===== config.mk =====
export PLATFORM = sky130hd
export DESIGN_NAME = uab_detector_flat
export DESIGN_NICKNAME = d
export VERILOG_FILES = /design/src/design/uab_pkg.sv /design/src/design/uab_link_if.sv /design/src/design/uab_sync.sv /design/src/design/uab_detector.sv /design/src/flat_wrapper.sv
export VERILOG_INCLUDE_DIRS = /design/src /design/src/design
export SDC_FILE = /design/constraint.sdc
export NUM_CORES = 1
export LEC_CHECK = 0
export ABC_CLOCK_PERIOD_IN_PS = 5800
export BUFFER_PORTS_ARGS = -buffer_cell sky130_fd_sc_hd__buf_2
export CAP_MARGIN = 20
export CORE_ASPECT_RATIO = 0.5
export CORE_MARGIN = 8
export CORE_UTILIZATION = 34
export DETAILED_ROUTE_END_ITERATION = 10
export GPL_TIMING_DRIVEN = 0
export SETUP_SLACK_MARGIN = 0.02
export SYNTH_ARGS = -nofsm -noshare
export SYNTH_HDL_FRONTEND = slang
export SYNTH_HIERARCHICAL = 1
export SYNTH_SLANG_ARGS = --single-unit

===== constraint.sdc =====
create_clock -name core_clk -period 5.8 [get_ports core_clk]
set_input_delay 0.58 -clock core_clk [delete_from_list [all_inputs] [get_ports core_clk]]
set_output_delay 0.58 -clock core_clk [all_outputs]
set_load 0.005 [all_outputs]

===== src/design/uab_defs.svh =====
// register offsets, field positions and timing constants of the auto-baud detector
`ifndef UAB_DEFS_SVH
`define UAB_DEFS_SVH

// ****************************************
// register map (byte addresses, one word each)
// ****************************************
`define UAB_ADDR_CTRL 8'h00
`define UAB_ADDR_DIV 8'h04
`define UAB_ADDR_RXDATA 8'h08
`define UAB_ADDR_STATUS 8'h0C
`define UAB_ADDR_IRQ_STAT 8'h10
`define UAB_ADDR_IRQ_MASK 8'h14

// ****************************************
// field positions
// ****************************************
`define UAB_CTRL_EN 0
`define UAB_CTRL_WAKE 1
`define UAB_CTRL_WIDE 2
`define UAB_CTRL_HS 3
`define UAB_CTRL_OVF 4
`define UAB_IRQ_DONE 0
`define UAB_IRQ_OVF 1
`define UAB_IRQ_W 2

// ****************************************
// values
// ****************************************
`define UAB_RESP_OKAY 2'h0
`define UAB_RESP_SLVERR 2'h2
`define UAB_DIV_RESET 16'h0000
`define UAB_CNT_START 16'h0001
`define UAB_CNT_MAX 16'hFFFF
`define UAB_EDGE_FIRST 3'h1
`define UAB_EDGE_LAST 3'h5
`define UAB_ABD_DIV_FAST 10'h020
`define UAB_ABD_DIV_MID 10'h080
`define UAB_ABD_DIV_SLOW 10'h200
`define UAB_SYNC_CHAR 8'h55
`define UAB_FRAME_BITS 5'h0A
`define UAB_BRK_FRAME_BITS 5'h18
`define UAB_BRK_LOW 13'h0000
`define UAB_IDLE_FILL 14'h3FFF

`endif


===== src/design/uab_pkg.sv =====
// state types shared by the auto-baud detector and the sync sender
package uab_pkg;

    // measurement sequence of the detector
    typedef enum logic [2:0] {
        UAB_ST_IDLE = 3'b000,
        UAB_ST_WAIT_BREAK = 3'b001,
        UAB_ST_IN_BREAK = 3'b010,
        UAB_ST_WAIT_START = 3'b011,
        UAB_ST_WAIT_RISE = 3'b100,
        UAB_ST_MEASURE = 3'b101
    } uab_abd_state_t;

    // sender sequence
    typedef enum logic {
        UAB_TX_IDLE = 1'b0,
        UAB_TX_SEND = 1'b1
    } uab_tx_state_t;

endpackage : uab_pkg


===== src/design/uab_link_if.sv =====
// serial line between the remote sync sender and the auto-baud detector
`timescale 1ns/1ps
interface uab_link_if;
    logic rx_line;

    modport dev (input rx_line);
    modport sender (output rx_line);
endinterface : uab_link_if


===== src/design/uab_sync.sv =====
// two flip-flop synchroniser for an asynchronous level
`timescale 1ns/1ps
module uab_sync
(
    // clock and reset
    input wire logic core_clk,
    input wire logic rst_n,
    // level in and out
    input wire logic async_in,
    output logic sync_out
);
    logic meta_q;

    // line idles high, so both stages reset high to avoid a false edge
    always_ff @(posedge core_clk or negedge rst_n)
    begin
        if (!rst_n)
        begin
            meta_q <= 1'b1;
            sync_out <= 1'b1;
        end
        else
        begin
            meta_q <= async_in;
            sync_out <= meta_q;
        end
    end
endmodule : uab_sync


===== src/design/uab_detector.sv =====
// auto-baud detector with its axi4-lite register file and interrupt
`timescale 1ns/1ps
`include "uab_defs.svh"
module uab_detector
    import uab_pkg::*;
(
    // clock and reset
    input wire logic core_clk,
    input wire logic rst_n,
    // serial line
    uab_link_if.dev link,
    // axi4-lite write channels
    input wire logic [7:0] s_axi_awaddr,
    input wire logic s_axi_awvalid,
    output logic s_axi_awready,
    input wire logic [31:0] s_axi_wdata,
    input wire logic [3:0] s_axi_wstrb,
    input wire logic s_axi_wvalid,
    output logic s_axi_wready,
    output logic [1:0] s_axi_bresp,
    output logic s_axi_bvalid,
    input wire logic s_axi_bready,
    // axi4-lite read channels
    input wire logic [7:0] s_axi_araddr,
    input wire logic s_axi_arvalid,
    output logic s_axi_arready,
    output logic [31:0] s_axi_rdata,
    output logic [1:0] s_axi_rresp,
    output logic s_axi_rvalid,
    input wire logic s_axi_rready,
    // status
    output logic receive_idle,
    output logic irq
);
    // ****************************************
    // helpers
    // ****************************************

    // measurement tick period in core clocks, eight base clocks
    function automatic logic [9:0] uab_abd_div(input logic wide, input logic hs);
        if (wide && hs)
            return `UAB_ABD_DIV_FAST;
        else if (wide || hs)
            return `UAB_ABD_DIV_MID;
        else
            return `UAB_ABD_DIV_SLOW;
    endfunction : uab_abd_div

    function automatic logic uab_mapped(input logic [7:0] addr);
        return addr == `UAB_ADDR_CTRL || addr == `UAB_ADDR_DIV || addr == `UAB_ADDR_RXDATA ||
               addr == `UAB_ADDR_STATUS || addr == `UAB_ADDR_IRQ_STAT || addr == `UAB_ADDR_IRQ_MASK;
    endfunction : uab_mapped

    // ****************************************
    // state
    // ****************************************
    logic rx_s, rx_prev_q;
    logic rise, fall;
    uab_abd_state_t state_q, state_d;
    logic en_q, en_d, wake_q, wake_d, wide_q, wide_d, hs_q, hs_d, ovf_q, ovf_d;
    logic [15:0] div_q, div_d;
    logic [9:0] presc_q, presc_d;
    logic [2:0] edges_q, edges_d;
    logic rflag_q, rflag_d;
    logic [`UAB_IRQ_W-1:0] istat_q, istat_d, imask_q, imask_d;
    logic aw_got_q, aw_got_d, w_got_q, w_got_d;
    logic [7:0] aw_addr_q, aw_addr_d;
    logic [31:0] w_data_q, w_data_d, rdata_q, rdata_d;
    logic [3:0] w_strb_q, w_strb_d;
    logic bvalid_q, bvalid_d, rvalid_q, rvalid_d;
    logic [1:0] bresp_q, bresp_d, rresp_q, rresp_d;

    // metastability is kept away from the edge detector
    uab_sync u_rx_sync
    (
        .core_clk(core_clk),
        .rst_n(rst_n),
        .async_in(link.rx_line),
        .sync_out(rx_s)
    );

    assign rise = rx_s && !rx_prev_q;
    assign fall = !rx_s && rx_prev_q;
    assign s_axi_awready = !aw_got_q && !bvalid_q;
    assign s_axi_wready = !w_got_q && !bvalid_q;
    assign s_axi_arready = !rvalid_q;
    assign s_axi_bvalid = bvalid_q;
    assign s_axi_bresp = bresp_q;
    assign s_axi_rvalid = rvalid_q;
    assign s_axi_rresp = rresp_q;
    assign s_axi_rdata = rdata_q;
    // the normal receiver may only run while no measurement is armed
    assign receive_idle = en_q;
    assign irq = |(istat_q & imask_q);

    // ****************************************
    // next-state logic: measurement, then bus accesses
    // ****************************************
    always_comb
    begin
        logic wr, rd;
        wr = aw_got_q && w_got_q && !bvalid_q;
        rd = s_axi_arvalid && !rvalid_q;
        state_d = state_q;
        en_d = en_q;
        wake_d = wake_q;
        wide_d = wide_q;
        hs_d = hs_q;
        ovf_d = ovf_q;
        div_d = div_q;
        presc_d = presc_q;
        edges_d = edges_q;
        rflag_d = rflag_q;
        istat_d = istat_q;
        imask_d = imask_q;
        aw_got_d = aw_got_q;
        aw_addr_d = aw_addr_q;
        w_got_d = w_got_q;
        w_data_d = w_data_q;
        w_strb_d = w_strb_q;
        bvalid_d = bvalid_q && !s_axi_bready;
        bresp_d = bresp_q;
        rvalid_d = rvalid_q && !s_axi_rready;
        rresp_d = rresp_q;
        rdata_d = rdata_q;

        // software clear of the enable aborts any step
        unique case (state_q)
            UAB_ST_IDLE:
                if (en_q)
                    state_d = wake_q ? UAB_ST_WAIT_BREAK : UAB_ST_WAIT_START;
            UAB_ST_WAIT_BREAK:
                if (fall)
                    state_d = UAB_ST_IN_BREAK;
            UAB_ST_IN_BREAK:
                if (rise)
                begin
                    wake_d = 1'b0; // end of break, measure the next byte
                    state_d = UAB_ST_WAIT_START;
                end
            UAB_ST_WAIT_START:
                if (fall)
                    state_d = UAB_ST_WAIT_RISE;
            UAB_ST_WAIT_RISE:
                if (rise)
                begin
                    div_d = `UAB_CNT_START;
                    presc_d = 10'h000;
                    edges_d = `UAB_EDGE_FIRST;
                    state_d = UAB_ST_MEASURE;
                end
            UAB_ST_MEASURE:
            begin
                presc_d = presc_q + 10'h001;
                if (presc_q == uab_abd_div(wide_q, hs_q) - 10'h001)
                begin
                    presc_d = 10'h000;
                    div_d = div_q + 16'h0001; // full 16 bits whatever the width select
                    if (div_q == `UAB_CNT_MAX)
                    begin
                        ovf_d = 1'b1;
                        istat_d[`UAB_IRQ_OVF] = 1'b1;
                    end
                end
                if (rise)
                begin
                    edges_d = edges_q + 3'h1;
                    if (edges_q == `UAB_EDGE_LAST - 3'h1)
                    begin
                        div_d = div_q; // count stays in the divisor pair
                        en_d = 1'b0;
                        rflag_d = 1'b1;
                        istat_d[`UAB_IRQ_DONE] = 1'b1;
                        state_d = UAB_ST_IDLE;
                    end
                end
            end
            default:
                state_d = UAB_ST_IDLE;
        endcase
        if (!en_q)
            state_d = UAB_ST_IDLE;

        // capture address and data in either order
        if (s_axi_awvalid && s_axi_awready)
        begin
            aw_got_d = 1'b1;
            aw_addr_d = s_axi_awaddr;
        end
        if (s_axi_wvalid && s_axi_wready)
        begin
            w_got_d = 1'b1;
            w_data_d = s_axi_wdata;
            w_strb_d = s_axi_wstrb;
        end

        // register write once both halves are held
        if (wr)
        begin
            aw_got_d = 1'b0;
            w_got_d = 1'b0;
            bvalid_d = 1'b1;
            bresp_d = uab_mapped(aw_addr_q) ? `UAB_RESP_OKAY : `UAB_RESP_SLVERR;
            if (aw_addr_q == `UAB_ADDR_CTRL && w_strb_q[0])
            begin
                en_d = w_data_q[`UAB_CTRL_EN];
                wake_d = w_data_q[`UAB_CTRL_WAKE];
                wide_d = w_data_q[`UAB_CTRL_WIDE];
                hs_d = w_data_q[`UAB_CTRL_HS];
                // overflow clears only once enable is already low; a new overflow wins
                if (!w_data_q[`UAB_CTRL_OVF] && !en_q && !(ovf_d && !ovf_q))
                    ovf_d = 1'b0;
            end
            // the pair is the live counter during measurement, so writes are dropped while enable is set
            if (aw_addr_q == `UAB_ADDR_DIV && !en_q)
            begin
                if (w_strb_q[0])
                    div_d[7:0] = w_data_q[7:0];
                if (w_strb_q[1])
                    div_d[15:8] = w_data_q[15:8];
            end
            if (aw_addr_q == `UAB_ADDR_IRQ_STAT && w_strb_q[0])
                istat_d = istat_d & ~(w_data_q[`UAB_IRQ_W-1:0] & ~(istat_d & ~istat_q));
            if (aw_addr_q == `UAB_ADDR_IRQ_MASK && w_strb_q[0])
                imask_d = w_data_q[`UAB_IRQ_W-1:0];
        end

        // register read, answered one cycle after the address is taken
        if (rd)
        begin
            rvalid_d = 1'b1;
            rresp_d = uab_mapped(s_axi_araddr) ? `UAB_RESP_OKAY : `UAB_RESP_SLVERR;
            rdata_d = 32'h00000000;
            unique case (s_axi_araddr)
                `UAB_ADDR_CTRL:
                    rdata_d[`UAB_CTRL_OVF:0] = {ovf_q, hs_q, wide_q, wake_q, en_q};
                `UAB_ADDR_DIV:
                    rdata_d[15:0] = div_q;
                `UAB_ADDR_RXDATA:
                    if (!(rflag_d && !rflag_q))
                        rflag_d = 1'b0; // content is discarded by software
                `UAB_ADDR_STATUS:
                    rdata_d[2:0] = {state_q == UAB_ST_MEASURE, en_q, rflag_q};
                `UAB_ADDR_IRQ_STAT:
                    rdata_d[`UAB_IRQ_W-1:0] = istat_q;
                `UAB_ADDR_IRQ_MASK:
                    rdata_d[`UAB_IRQ_W-1:0] = imask_q;
                default:
                    rdata_d = 32'h00000000;
            endcase
        end
    end

    // ****************************************
    // registers
    // ****************************************
    always_ff @(posedge core_clk or negedge rst_n)
    begin
        if (!rst_n)
        begin
            rx_prev_q <= 1'b1;
            state_q <= UAB_ST_IDLE;
            en_q <= 1'b0;
            wake_q <= 1'b0;
            wide_q <= 1'b0;
            hs_q <= 1'b0;
            ovf_q <= 1'b0;
            div_q <= `UAB_DIV_RESET;
            presc_q <= 10'h000;
            edges_q <= 3'h0;
            rflag_q <= 1'b0;
            istat_q <= '0;
            imask_q <= '0;
            aw_got_q <= 1'b0;
            aw_addr_q <= 8'h00;
            w_got_q <= 1'b0;
            w_data_q <= 32'h00000000;
            w_strb_q <= 4'h0;
            bvalid_q <= 1'b0;
            bresp_q <= `UAB_RESP_OKAY;
            rvalid_q <= 1'b0;
            rresp_q <= `UAB_RESP_OKAY;
            rdata_q <= 32'h00000000;
        end
        else
        begin
            rx_prev_q <= rx_s;
            state_q <= state_d;
            en_q <= en_d;
            wake_q <= wake_d;
            wide_q <= wide_d;
            hs_q <= hs_d;
            ovf_q <= ovf_d;
            div_q <= div_d;
            presc_q <= presc_d;
            edges_q <= edges_d;
            rflag_q <= rflag_d;
            istat_q <= istat_d;
            imask_q <= imask_d;
            aw_got_q <= aw_got_d;
            aw_addr_q <= aw_addr_d;
            w_got_q <= w_got_d;
            w_data_q <= w_data_d;
            w_strb_q <= w_strb_d;
            bvalid_q <= bvalid_d;
            bresp_q <= bresp_d;
            rvalid_q <= rvalid_d;
            rresp_q <= rresp_d;
            rdata_q <= rdata_d;
        end
    end
endmodule : uab_detector


===== src/flat_wrapper.sv =====
// flat-port wrapper written by rule: the top's interface ports become plain ports
module uab_detector_flat import uab_pkg::*;
  (core_clk, rst_n, s_axi_awaddr, s_axi_awvalid, s_axi_awready, s_axi_wdata, s_axi_wstrb, s_axi_wvalid, s_axi_wready, s_axi_bresp, s_axi_bvalid, s_axi_bready, s_axi_araddr, s_axi_arvalid, s_axi_arready, s_axi_rdata, s_axi_rresp, s_axi_rvalid, s_axi_rready, receive_idle, irq, link_rx_line);
  uab_link_if link_i ();
  input wire logic core_clk;
  input wire logic rst_n;
  input wire logic [7:0] s_axi_awaddr;
  input wire logic s_axi_awvalid;
  output logic s_axi_awready;
  input wire logic [31:0] s_axi_wdata;
  input wire logic [3:0] s_axi_wstrb;
  input wire logic s_axi_wvalid;
  output logic s_axi_wready;
  output logic [1:0] s_axi_bresp;
  output logic s_axi_bvalid;
  input wire logic s_axi_bready;
  input wire logic [7:0] s_axi_araddr;
  input wire logic s_axi_arvalid;
  output logic s_axi_arready;
  output logic [31:0] s_axi_rdata;
  output logic [1:0] s_axi_rresp;
  output logic s_axi_rvalid;
  input wire logic s_axi_rready;
  output logic receive_idle;
  output logic irq;
  input wire logic [$bits(link_i.rx_line)-1:0] link_rx_line;
  assign link_i.rx_line = link_rx_line;
  uab_detector u_core (.core_clk(core_clk), .rst_n(rst_n), .link(link_i), .s_axi_awaddr(s_axi_awaddr), .s_axi_awvalid(s_axi_awvalid), .s_axi_awready(s_axi_awready), .s_axi_wdata(s_axi_wdata), .s_axi_wstrb(s_axi_wstrb), .s_axi_wvalid(s_axi_wvalid), .s_axi_wready(s_axi_wready), .s_axi_bresp(s_axi_bresp), .s_axi_bvalid(s_axi_bvalid), .s_axi_bready(s_axi_bready), .s_axi_araddr(s_axi_araddr), .s_axi_arvalid(s_axi_arvalid), .s_axi_arready(s_axi_arready), .s_axi_rdata(s_axi_rdata), .s_axi_rresp(s_axi_rresp), .s_axi_rvalid(s_axi_rvalid), .s_axi_rready(s_axi_rready), .receive_idle(receive_idle), .irq(irq));
endmodule

==> results.md <==
* Status: complete, no violations
* Placed Cells at 739
* P_sw at 0.000531 W
* Fillers at 1,348
* Arr. time, crit path at 2.74 ns
* ANT nets after route at 0
* HPWL after DPL at 8990 µm
* Fin. Hold Viols at 0
* Via/cell ratio at 5.13
* Leading post-synthesis cells by cell area: dfrtp_1 47%, mux2_2 7.6%, o21ai_0 3.4%
* Avg WL per Cell at 16.0 µm
* Pins over their slew limit at 0
* Register area share after synthesis at 0.489
* Nets at 622
* Diodes inserted at 0
* All-layer global routing usage at 0.136
* Cells after synthesis at 465
* Htree depth at 3
* Most common cell after layout, fill and taps aside: dfrtp_1
* Setup repair after global routing missed its margin: no
* CTS tree: yes
* Top-area cell type share of the netlist area at 0.473
* Clk pin slew, worst setup/hold paths at 0.06 ns
* Worst-path cell chain: inv_1 > ha_1 > nand4b_1 > nand3_1 > nor2_1 > and3_1 > mux2i_1 > o221ai_1
* Clk pwr share at 0.343
* Int Pwr at 0.00137 W
* Critical Path Max Stage Delay at 0.49 ns
* Kind of end point of the critical path: flop
* Crit path kind: reg2reg
* CTS Root Cell: clkbuf_16
* Synthesis Warnings at 6
* Share of layout cells above drive strength 1 at 0.266
* Measured slew at the worst slew-check pin at 0.740 ns
* Number of synthesized flops with an enable pin at 0
* Asr flop ratio synth at 1.00
* Area after DPL at 5420 µm²
* Max Freq at 0.397 GHz
* Worst setup SP type: flop
* Row count at 30
* Final core utilization at 0.422
* Hold WC Path Type: in2async
* Sw Share at 0.279
* Gate power share at 0.175
* Tot Pwr at 0.00190 W
* Die Area at 18,300 µm²
* Commonest cells after routing, fill and taps aside: 90 x dfrtp_1, 67 x buf_2, 41 x nor2_1
* Power per standard cell area at 331 nW/µm²
* Largest net degree at the start of global routing at 54
* Inserted Clock Buffers at 9
* I/O Buffers at 64
* Synth Flop Type: dfrtp_1
* Final worst-path cycle share at 0.435
* Number of global-route vias before repair at 3,730
* Setup bufs post-CTS at 0
* Crit-path leading delay family: simple AND/OR/NAND/NOR gates
* Initial antenna violation count at 0
* Slew margin rel. at 0.505
* Clock Skew at 0.00685 ns
* Mean Syn Cell Area at 10.2 µm²
* Peak VDD IR at 0.147 mV
* Leakage at 2.57 nW
* Tmin final at 2.52 ns
* Initial DRT Pass Iterations at 6
* Critical Path RT at 6.02 ns
* Area leader, netlist: dfrtp_1
* Top-Level Pins at 103
* Vias post-DR at 3,872
* Initial core utilization at 0.349
* Synthesized area at 4760 µm²
* # hold bufs at CTS at 0
* Core area at 13,600 µm²
* Die Ht at 99.7 µm
* Area growth syn-to-layout at 20.8%
* # setup viols final at 0
* Seq pwr share at 0.482
* DRC violations left at 0
* Initial DRC count at 218
* Total grt overflow at 0
* Clock Path Buffers at 2
* Max cap viols at 0
* Design area at 5750 µm²
* Post-CTS Resized at 0
* Final wirelength at 12,100 µm
* Non-Filler Instances at 755
* Worst-Skew Late Latency at 0.34 ns
* CP max FO at 10
* TritonCTS Sinks at 93
* Buf/Inv on CP at 1
* Setup TNS at 0 ns
* GPL Wtd Cong at 0.800
* FF+latch count, synth at 93
* First-pass GRT wire length at 19,900 µm
* Slowest cell on crit path: nor2_1
* Die width at 183 µm
* Library cells used by synthesis at 60
[through the flow]
step	hold WS, ns	setup WS (ns)
CTS	0.248	3.32
detailed placement	0.352	3.32
finish	0.223	3.28
global route	0.263	3.02
floorplan	0.284	3.64
global placement	0.349	3.17
[cells by family after synthesis]
logic type | after synthesis | share of synthesized area
AOI/OAI and AO/OA | 121 | 0.172
xor gates and xnor gates | 2 | 0.00368
adders and majority gates | 4 | 0.0105
buffers and inverters | 47 | 0.0523
DFF | 93 | 0.489
muxes | 46 | 0.106
other | 1 | 0.000787
and+or+nand+nor | 151 | 0.166
[power by group through the flow]
stage | clock [W] | combinational, W | sequential, W
finish | 0.000652 | 0.000334 | 0.000917
global route | 0.000693 | 0.000374 | 0.000937
global placement | 0 | 0.000325 | 0.000924
CTS | 0.000669 | 0.000339 | 0.000916
floorplan | 0 | 0.000248 | 0.000880
detailed placement | 0 | 0.000338 | 0.000928
[synth_stat cells, types with 2 or more instances]
library cell   n
dfstp_2        3
o22ai_1        3
or4_4          2
ha_1           4
buf_4         18
nand4_1        7
nand3_1       13
a22o_1        16
buf_2          4
a21o_1         2
o41ai_1        2
inv_1          9
nor3b_1        4
and4b_1        2
dfrtp_1       90
nor2b_1        3
a22oi_1        3
and3_1         8
mux2i_1       12
o21ai_0       32
nand3b_1       3
nand4b_1       2
nand2b_1       4
o21ai_1        4
o221ai_1       3
nor2_1        41
nand2_1       36
clkbuf_1      16
and2_1         3
or3_1          3
a31oi_1       15
a211oi_1       2
nor3_1        11
a41oi_1        3
a21oi_1       25
mux2_1         2
mux2_2        32
[flip-flops by register name (all words and copies together) (netlist names), 2 cells and up]
| signal | flops |
|---|---|
| u_core/state_q | 3 |
| u_core/w_strb_q | 2 |
| u_core/div_q | 16 |
| u_core/edges_q | 3 |
| u_core/s_axi_rdata | 16 |
| u_core/aw_addr_q | 8 |
| u_core/istat_q | 2 |
| u_core/w_data_q | 16 |
| u_core/imask_q | 2 |
| u_core/presc_q | 10 |
[final timing paths]
| check | startpoint | to | slack [ns] | cells after the start |
|---|---|---|---|---|
| hold reg to reg | u_core/u_rx_sync/meta_q | u_core/u_rx_sync/sync_out | 0.36 | 0 |
| hold / removal | rst_n | u_core/state_q[0] | 0.22 | 1 |
| setup / recovery | u_core/edges_q[1] | u_core/div_q[12] | 3.28 | 8 |
| max in group asynchronous | rst_n | u_core/presc_q[0] | 4.93 | 2 |
| min in group core_clk | link_rx_line | u_core/u_rx_sync/meta_q | 0.34 | 1 |
| setup reg to reg | u_core/edges_q[1] | u_core/div_q[12] | 3.28 | 8 |
[metal layers]
layer	track usage	vias up	wire length, µm
met3	0.0386	16	685
met5	0	-	0
met1	0.183	1884	5780
li1	-	1864	-
met2	0.207	108	5390
met4	0.0441	0	187
[cell type report]
type / count / area, µm² / area share
well taps: 192 / 240 / 0.0418
flip-flops and latches: 93 / 2330 / 0.405
multi-input cells: 342 / 2250 / 0.390
clock inverters: 5 / 82.6 / 0.0144
inverters: 9 / 33.8 / 0.00587
repair buffers: 65 / 350 / 0.0609
plain buffers: 38 / 215 / 0.0374
clock buffers: 11 / 253 / 0.0439
(Power assumes the default switching activity.)
